--- config.mk ---
export PLATFORM = sky130hd
export DESIGN_NAME = usb_dma_bridge_status
export DESIGN_NICKNAME = d
export VERILOG_FILES = /design/src/verilog/usb_dma_status_pkg.sv /design/src/verilog/usb_dma_bridge_status.sv /design/src/verilog/level_sync.sv /design/src/verilog/rx_timeout_timer.sv
export SDC_FILE = /design/constraint.sdc
export NUM_CORES = 1
export LEC_CHECK = 0
export BUFFER_PORTS_ARGS = -buffer_cell sky130_fd_sc_hd__buf_2
export CORE_MARGIN = 1
export CORE_UTILIZATION = 30
export CTS_CLUSTER_DIAMETER = 200
export DETAILED_ROUTE_END_ITERATION = 10
export GPL_TIMING_DRIVEN = 1
export PLACE_DENSITY = 0.53
export SYNTH_ARGS = -nofsm -noshare
export SYNTH_HDL_FRONTEND = slang
export SYNTH_SLANG_ARGS = --single-unit
--- constraint.sdc ---
create_clock -name REF_CLK -period 2.42 [get_ports REF_CLK]
set_input_delay 0.121 -clock REF_CLK [delete_from_list [all_inputs] [get_ports REF_CLK]]
set_output_delay 0.121 -clock REF_CLK [all_outputs]
set_load 0.1 [all_outputs]
--- src/verilog/usb_dma_status_pkg.sv ---
/*
 * Constants, field layouts and carrier types of the USB DMA bridge
 * status block. Assumes one bus clock; only endpoint flags and USB clock are async.
 */
//Contract
//- bit 4 shows transmit endpoint empty
//- bit 3 shows read DMA buffer empty
//- bit 2 shows write DMA buffer empty
//- bit 1 sets when transmit endpoint full
//- bit 1 clears after IN token sent
//- read DMA allowed only while bit 1 low
//- bit 0 sets when receive data arrives
//- bit 0 clears after DMA drains receive
//- endpoint bits are synchronised core inputs
//- debug counter decrements per USB clock
//- counter visible only with timeout enable
//- counter read via request then value register
package usb_dma_status_pkg;
    // ========================================================
    // register map (byte offsets)
    localparam int ADDR_W = 8;
    localparam logic [7:0] OFS_MST_STATUS  = 8'h00;
    localparam logic [7:0] OFS_WR_TMO_CTL  = 8'h04;
    localparam logic [7:0] OFS_RD_REQUEST  = 8'h08;
    localparam logic [7:0] OFS_RX_TMO_CNT  = 8'h0C;
    localparam logic [7:0] OFS_RD_VALUE    = 8'h10;
    localparam logic [7:0] OFS_CORE_ST_SET = 8'h14;
    localparam logic [7:0] OFS_IRQ_STATUS  = 8'h18;
    localparam logic [7:0] OFS_IRQ_MASK    = 8'h1C;
    // ========================================================
    // field positions
    localparam int ST_TX_EMPTY  = 4;
    localparam int ST_MRD_EMPTY = 3;
    localparam int ST_MWR_EMPTY = 2;
    localparam int ST_TX_DSET   = 1;
    localparam int ST_RX_DSET   = 0;
    localparam int CTL_TMO_EN   = 0;
    localparam int CSS_ZERO_LEN = 0;
    localparam int EV_TX_EMPTY  = 0;
    localparam int EV_RX_DSET   = 1;
    localparam int EV_TX_SENT   = 2;
    localparam int EV_TIMEOUT   = 3;
    localparam int EV_W         = 4;
    // ========================================================
    // reset values and widths
    localparam int CNT_W = 32;
    localparam logic [31:0] CNT_RESET = 32'hFFFFFFFF;
    localparam logic [31:0] ZERO_WORD = 32'h00000000;
    localparam logic [EV_W-1:0] EV_NONE = 4'h0;
    // ========================================================
    // carriers
    typedef struct packed {
        logic tx_empty;
        logic tx_dset;
        logic rx_dset;
    } ep_flags_t;
    localparam ep_flags_t EP_FLAGS_RESET = 3'h4;
    typedef struct packed {
        logic [ADDR_W-1:0] addr;
        logic [31:0]       wdata;
        logic              wr;
        logic              rd;
    } reg_req_t;
    typedef enum logic [1:0] {
        CNT_IDLE = 2'b00,
        CNT_RUN  = 2'b01,
        CNT_DONE = 2'b10
    } cnt_state_t;
endpackage : usb_dma_status_pkg

--- src/verilog/usb_dma_bridge_status.sv ---
/*
 * Master status and debug timeout view of the USB DMA bridge,
 * with a small register port and one level interrupt.
 * Assumes endpoint flags and the USB clock arrive asynchronously
 * and the two DMA buffer flags come from logic on REF_CLK.
 * The USB clock is sampled, so it must be well below REF_CLK/2.
 */
// Our own choices: the plain strobed port and the register offsets.
module usb_dma_bridge_status (
    input  wire logic        REF_CLK,      // bus clock, 200 MHz
    input  wire logic        RESETN,       // async reset, low
    input  wire logic [7:0]  REG_ADDR,     // register byte address
    input  wire logic [31:0] REG_WDATA,    // write data
    input  wire logic        REG_WR,       // write strobe
    input  wire logic        REG_RD,       // read strobe
    output logic      [31:0] REG_RDATA,    // read data, next cycle
    output logic             IRQ,          // level interrupt
    input  wire logic        EPTX_EMPTY,   // core: tx endpoint empty
    input  wire logic        EPTX_DSET,    // core: tx endpoint full
    input  wire logic        EPRX_DSET,    // core: rx data waiting
    input  wire logic        USB_CLK,      // core clock, sampled
    input  wire logic        MRD_BUF_EMPTY,// read DMA buffer empty
    input  wire logic        MWR_BUF_EMPTY,// write DMA buffer empty
    output logic             MRD_XFER_OK,  // read DMA may load tx
    output logic             ZERO_LEN_TX   // zero-length send pulse
);
    // ========================================================
    // state of the block
    typedef struct packed {
        logic [31:0]                       rdata;
        logic                              irq;
        logic                              xfer_ok;
        logic                              zlp;
        logic                              tmo_en;
        logic [usb_dma_status_pkg::ADDR_W-1:0] req_addr;
        logic [31:0]                       rd_value;
        logic [usb_dma_status_pkg::EV_W-1:0] irq_status;
        logic [usb_dma_status_pkg::EV_W-1:0] irq_mask;
        usb_dma_status_pkg::ep_flags_t     prev;
        logic                              prev_usb;
    } blk_state_t;

    blk_state_t st;
    blk_state_t next_st;

    usb_dma_status_pkg::reg_req_t  req;
    usb_dma_status_pkg::ep_flags_t flags;
    logic                          usb_lvl;
    logic                          usb_tick;
    logic                          tmr_start;
    logic                          tmr_reload;
    logic [usb_dma_status_pkg::CNT_W-1:0] tmr_count;
    logic                          tmr_expired;
    logic [31:0]                   status_word;
    logic [usb_dma_status_pkg::EV_W-1:0] events;

    // bundle the register port
    assign req.addr  = REG_ADDR;
    assign req.wdata = REG_WDATA;
    assign req.wr    = REG_WR;
    assign req.rd    = REG_RD;

    // ========================================================
    // crossing: endpoint flags and sampled USB clock
    level_sync #(
        .W         (4),
        .RESET_VAL ({1'b0, usb_dma_status_pkg::EP_FLAGS_RESET})
    ) u_sync (
        .clk   (REF_CLK),
        .rst_n (RESETN),
        .d     ({USB_CLK, EPTX_EMPTY, EPTX_DSET, EPRX_DSET}),
        .q     ({usb_lvl, flags})
    );

    // ========================================================
    // timeout counter runs once rx endpoint drains
    assign usb_tick   = usb_lvl & ~st.prev_usb;
    assign tmr_start  = st.prev.rx_dset & ~flags.rx_dset;
    assign tmr_reload = flags.rx_dset & ~st.prev.rx_dset;

    rx_timeout_timer #(
        .CW (usb_dma_status_pkg::CNT_W)
    ) u_timer (
        .clk     (REF_CLK),
        .rst_n   (RESETN),
        .tick    (usb_tick),
        .start   (tmr_start),
        .reload  (tmr_reload),
        .count   (tmr_count),
        .expired (tmr_expired)
    );

    // ========================================================
    // master status word; upper bits tied to zero
    always_comb begin
        status_word = usb_dma_status_pkg::ZERO_WORD;
        status_word[usb_dma_status_pkg::ST_TX_EMPTY] =
            flags.tx_empty;
        status_word[usb_dma_status_pkg::ST_MRD_EMPTY] =
            MRD_BUF_EMPTY;
        status_word[usb_dma_status_pkg::ST_MWR_EMPTY] =
            MWR_BUF_EMPTY;
        status_word[usb_dma_status_pkg::ST_TX_DSET] =
            flags.tx_dset;
        status_word[usb_dma_status_pkg::ST_RX_DSET] =
            flags.rx_dset;
    end

    // ========================================================
    // interrupt events taken from synchronised edges and the timer expiry pulse
    always_comb begin
        events = usb_dma_status_pkg::EV_NONE;
        events[usb_dma_status_pkg::EV_TX_EMPTY] =
            flags.tx_empty & ~st.prev.tx_empty;
        events[usb_dma_status_pkg::EV_RX_DSET] =
            flags.rx_dset & ~st.prev.rx_dset;
        events[usb_dma_status_pkg::EV_TX_SENT] =
            st.prev.tx_dset & ~flags.tx_dset;
        events[usb_dma_status_pkg::EV_TIMEOUT] = tmr_expired;
    end

    // ========================================================
    // read decode; the counter has no direct window
    function automatic logic [31:0] read_mux(
        input logic [7:0]  addr,
        input logic [31:0] status,
        input blk_state_t  s
    );
        logic [31:0] v;
        v = usb_dma_status_pkg::ZERO_WORD;
        unique case (addr)
            usb_dma_status_pkg::OFS_MST_STATUS: begin
                v = status;
            end
            usb_dma_status_pkg::OFS_WR_TMO_CTL: begin
                v[usb_dma_status_pkg::CTL_TMO_EN] = s.tmo_en;
            end
            usb_dma_status_pkg::OFS_RD_REQUEST: begin
                v[7:0] = s.req_addr;
            end
            usb_dma_status_pkg::OFS_RD_VALUE: begin
                v = s.rd_value;
            end
            usb_dma_status_pkg::OFS_IRQ_STATUS: begin
                v[usb_dma_status_pkg::EV_W-1:0] = s.irq_status;
            end
            usb_dma_status_pkg::OFS_IRQ_MASK: begin
                v[usb_dma_status_pkg::EV_W-1:0] = s.irq_mask;
            end
            default: begin
                v = usb_dma_status_pkg::ZERO_WORD;
            end
        endcase
        return v;
    endfunction : read_mux

    // ========================================================
    // next state of the register file and outputs
    always_comb begin
        next_st          = st;
        next_st.prev     = flags;
        next_st.prev_usb = usb_lvl;
        next_st.zlp      = 1'b0;
        // read data stand for exactly one cycle
        next_st.rdata    = usb_dma_status_pkg::ZERO_WORD;
        if (req.rd) begin
            next_st.rdata = read_mux(req.addr, status_word, st);
        end
        if (req.wr) begin
            unique case (req.addr)
                usb_dma_status_pkg::OFS_WR_TMO_CTL: begin
                    next_st.tmo_en =
                        req.wdata[usb_dma_status_pkg::CTL_TMO_EN];
                end
                usb_dma_status_pkg::OFS_RD_REQUEST: begin
                    next_st.req_addr = req.wdata[7:0];
                    next_st.rd_value = usb_dma_status_pkg::ZERO_WORD;
                    if (req.wdata[7:0] ==
                        usb_dma_status_pkg::OFS_RX_TMO_CNT &&
                        st.tmo_en) begin
                        next_st.rd_value = tmr_count;
                    end
                end
                usb_dma_status_pkg::OFS_CORE_ST_SET: begin
                    // caller must see tx empty first
                    next_st.zlp =
                        req.wdata[usb_dma_status_pkg::CSS_ZERO_LEN];
                end
                usb_dma_status_pkg::OFS_IRQ_MASK: begin
                    next_st.irq_mask =
                        req.wdata[usb_dma_status_pkg::EV_W-1:0];
                end
                default: begin
                    // status and reserved bits ignore writes
                    next_st.irq_mask = st.irq_mask;
                end
            endcase
        end
        // read clears, but a fresh event still lands
        if (req.rd && req.addr == usb_dma_status_pkg::OFS_IRQ_STATUS) begin
            next_st.irq_status = events;
        end else begin
            next_st.irq_status = st.irq_status | events;
        end
        next_st.irq     = |(next_st.irq_status & next_st.irq_mask);
        next_st.xfer_ok = ~flags.tx_dset;
    end

    // ========================================================
    // register stage
    always_ff @(posedge REF_CLK or negedge RESETN) begin
        if (!RESETN) begin
            st.rdata      <= usb_dma_status_pkg::ZERO_WORD;
            st.irq        <= 1'b0;
            st.xfer_ok    <= 1'b1;
            st.zlp        <= 1'b0;
            st.tmo_en     <= 1'b0;
            st.req_addr   <= 8'h00;
            st.rd_value   <= usb_dma_status_pkg::ZERO_WORD;
            st.irq_status <= usb_dma_status_pkg::EV_NONE;
            st.irq_mask   <= usb_dma_status_pkg::EV_NONE;
            st.prev       <= usb_dma_status_pkg::EP_FLAGS_RESET;
            st.prev_usb   <= 1'b0;
        end else begin
            st <= next_st;
        end
    end

    // outputs straight from flip-flops
    assign REG_RDATA   = st.rdata;
    assign IRQ         = st.irq;
    assign MRD_XFER_OK = st.xfer_ok;
    assign ZERO_LEN_TX = st.zlp;
endmodule : usb_dma_bridge_status

--- src/verilog/level_sync.sv ---
/*
 * Two-stage synchroniser for a vector of async levels.
 * Assumes the inputs are slow against the sampling clock.
 */
module level_sync #(
    parameter int          W         = 1,
    parameter logic [W-1:0] RESET_VAL = '0
) (
    input  wire logic         clk,   // sampling clock
    input  wire logic         rst_n, // async reset, low
    input  wire logic [W-1:0] d,     // async levels
    output logic      [W-1:0] q      // synchronised levels
);
    typedef struct packed {
        logic [W-1:0] meta;
        logic [W-1:0] stable;
    } sync_state_t;

    sync_state_t st;
    sync_state_t next_st;

    // ========================================================
    // first stage feeds only the second stage
    always_comb begin
        next_st.meta   = d;
        next_st.stable = st.meta;
    end

    always_ff @(posedge clk or negedge rst_n) begin
        if (!rst_n) begin
            st <= {RESET_VAL, RESET_VAL};
        end else begin
            st <= next_st;
        end
    end

    assign q = st.stable;
endmodule : level_sync

--- src/verilog/rx_timeout_timer.sv ---
/*
 * Debug down-counter for the receive endpoint timeout.
 * Assumes tick is a one-cycle pulse per rising USB clock edge.
 */
module rx_timeout_timer #(
    parameter int CW = usb_dma_status_pkg::CNT_W
) (
    input  wire logic          clk,     // bus clock
    input  wire logic          rst_n,   // async reset, low
    input  wire logic          tick,    // one USB clock edge
    input  wire logic          start,   // endpoint became empty
    input  wire logic          reload,  // endpoint refilled
    output logic      [CW-1:0] count,   // current value
    output logic               expired  // pulse on reaching 0
);
    typedef struct packed {
        usb_dma_status_pkg::cnt_state_t fsm;
        logic [CW-1:0]                  count;
        logic                           expired;
    } tmr_state_t;

    tmr_state_t st;
    tmr_state_t next_st;

    // ========================================================
    // reload wins so a refill never leaves a stale count
    always_comb begin
        next_st         = st;
        next_st.expired = 1'b0;
        if (reload) begin
            next_st.fsm   = usb_dma_status_pkg::CNT_IDLE;
            next_st.count = CW'(usb_dma_status_pkg::CNT_RESET);
        end else begin
            unique case (st.fsm)
                usb_dma_status_pkg::CNT_IDLE: begin
                    if (start) begin
                        next_st.fsm = usb_dma_status_pkg::CNT_RUN;
                    end
                end
                usb_dma_status_pkg::CNT_RUN: begin
                    if (tick) begin
                        next_st.count = st.count - CW'(1);
                        if (st.count == CW'(1)) begin
                            next_st.fsm     = usb_dma_status_pkg::CNT_DONE;
                            next_st.expired = 1'b1;
                        end
                    end
                end
                usb_dma_status_pkg::CNT_DONE: begin
                    next_st.fsm = usb_dma_status_pkg::CNT_DONE;
                end
                default: begin
                    next_st.fsm = usb_dma_status_pkg::CNT_IDLE;
                end
            endcase
        end
    end

    always_ff @(posedge clk or negedge rst_n) begin
        if (!rst_n) begin
            st.fsm     <= usb_dma_status_pkg::CNT_IDLE;
            st.count   <= CW'(usb_dma_status_pkg::CNT_RESET);
            st.expired <= 1'b0;
        end else begin
            st <= next_st;
        end
    end

    assign count   = st.count;
    assign expired = st.expired;
endmodule : rx_timeout_timer

==> metrics.cfg <==
[cts]
cts_hold_buf=11
post_cts_buffers=0
cts-resized-gates=0
clock_latency_ns=0.41
cts_buffers=17
root_buffer=clkbuf_16
cts_sinks=131
path_clk_slew_ns=0.06
htree_levels=4
cts_max_path_buffers=2
cts_tree=done

[worst_setup_path]
critPathMaxFanout=8
crit_path_start=u_timer.st[34]
rr_worst_depth=4
worstReg2RegStart=u_timer.st[34]
r2r-end=u_timer.count[13]
rrSetupSlack_ns=0.28
crit_path_end=u_timer.count[13]
path_class=register to register
crit_path_end_kind=register
cp-start-kind=register
required_ns=2.76
cp.arrival_ns=2.47

[pwr]
max-vdd-ir-drop_v=0.000443
clock_power_share_pct=51.0
seqPwrFrac_pct=44.9
p_comb_share_pct=4.1
p_switching_mw=1.17
p_int_mw=3.85
leakage_nw=3.05
power-per-cell-area_nw_per_um2=731
p_sw_share_pct=23.3

[logic_synthesis]
yosysWarnings=0
synth_fp_nets=578
synth-edff-count=0
yosys-top-cells-count=dfrtp_1, nand2_1, dfstp_2, buf_4, o21ai_0
synth.most_common_cell=dfrtp_1
async_flop_share_pct=100
ys_ff_latch=131
synth_cells=525
ys_top_cells_by_area=dfrtp_1, dfstp_2, nand2_1
ys_types=58
synth_top_area_share_pct=41.1
syn_area_per_cell_um2=11.0
synth_top_cell_by_area=dfrtp_1
syn_area_um2=5780
seq_area_frac_synth_pct=57.5
ys.flop_type=dfrtp_1

[run]
max_cap_viol_count=0

[grt]
grt_start_max_net_pins=68
grt_pass1_vias=4029
grt_pass1_wl_mm=20.5
grt_antenna_before_repair=0
grt_overflow=0
grtUsageTotal_pct=13.0

[route]
routed_wl_mm=11.9
remaining_drc_errors=0
first_pass_iters=4
antenna_left=0
drtIter0Drc=144
wl_per_cell_um=14.6
vias=3902
avgViaCountPerCell=4.77

[place]
port_buffers=60
placedCellCount=775
dp_hpwl_mm=8.20
place.gp.congestion=0.879
place_ws_ns=0.292

[timing]
slew_headroom_pct=62.2
finalClockSkew_ns=0.00745
post-route-worst-setup-slack_ns=0.281
finalHoldViolations=0
finalCritPeriodShare_pct=88.4
worst_slew_pin_slew_ns=0.563
rsz0062_at_grt=no
period_minus_slack_ns=2.14
max_freq_ghz=0.468
finalSetupTns_ns=0
slew_viol_final=0
setup_viol=0

[layout]
nNetsFinal=624
final_cells=818
n_antenna_cell=0
drive_above_1_share_pct=29.6
area_delta_synth_final_pct=18.9

[floorplanning]
pin_count=85
start_util_pct=30.8
fp-row-count=50
die_h_um=141
core_region_area_um2=18800
die_x_um=141
die_area_um2=19800

[run_status]
status=completed

[worst_hold_path]
worstHoldPathType=input port to register

[worst min path at each step]
stage | end | cells past startpoint | slack (ns) | startpoint
3_5_place_dp | u_sync.next_st[0] | 1 | 0.1 | RESETN
6_report | st[45] | 2 | 0.03 | REG_WDATA[1]
3_3_place_gp | u_sync.next_st[0] | 1 | 0.09 | RESETN
4_1_cts | st[45] | 2 | 0.02 | REG_WDATA[1]
5_1_grt | st[45] | 2 | 0.02 | REG_WDATA[1]
2_1_floorplan | IRQ | 0 | -0.17 | RESETN
[layout make-up]
class	instances	area, um^2
sequential	131	3320
clock buffer	17	425
timing repair buffer	84	536
clock inverter	15	173
tap	234	293
multi-input combinational	329	2090
fill	1843	11900
inverter	8	30.0
[through the flow]
step / util (%) / hold slack (ns) / area, um^2 / power (mW)
floorplan: - / -0.175 / 5780 / 2.38
detailed placement: 32.8 / 0.0986 / 6160 / 2.49
global placement: 32.8 / 0.0893 / 6160 / 2.48
global route: 36.6 / 0.0217 / 6870 / 5.21
finish: 36.6 / 0.0252 / 6870 / 5.02
CTS: 36.6 / 0.0194 / 6870 / 5.08
[power by group through the flow]
stage                     registers [mW]  logic (mW)  clock network (mW)
after floorplan                     2.31      0.0694                   0
after global placement              2.29       0.192                   0
final                               2.26       0.206                2.56
after global routing                2.26       0.231                2.72
after CTS                           2.25       0.212                2.61
after detailed placement            2.29       0.197                   0
[logic make-up after synthesis]
kind of cell	share of synthesized area, %
AND/OR/NAND/NOR	22.0
AO/OA/AOI/OAI	7.23
adder cells (fa/ha/maj)	0.649
buffers and inverters	6.52
multiplexers	3.07
XOR/XNOR	3.03
flip-flops	57.5
[layer usage]
metal  GRT usage (%)  share of wire, %  vias up
met5               0                 0        -
met3            2.51               3.6       14
met1            17.4                49     1926
met4            4.92               1.4        0
li1                -                 -     1883
met2            20.8                46       79
[flip-flops by register name (all words and copies together) (netlist names), 2 cells and up]
name,count
st,53
REG_RDATA,32
u_timer.count,32
u_sync.next_st,4
u_sync.q,4
u_timer.st,2
[cells in the final DEF, fill, tap and decap left out, drive strengths merged, types with 3 or more instances in the layout]
cell	count
clkbuf	17
a31oi	4
or3	5
dfstp	36
nor3	16
nand2b	23
clkinv	8
mux2	14
nand3b	6
a22oi	10
o21ai	37
buf	73
nor2b	4
nand4	8
xnor2	5
nor4	7
or4	4
ha	3
and3	29
or3b	5
nor2	19
nor4b	3
nand3	10
nand2	73
dfrtp	95
xor2	15
inv	13
dlygate4sd3	11
[critical path, stage by stage (launching register included)]
cell and delay [ns]:
dfrtp_1 0.42, nand4bb_1 0.37, or4b_1 0.74, o21ai_1 0.19
or3b_1 0.35
No activity file was read; power rests on OpenSTA's default activity.
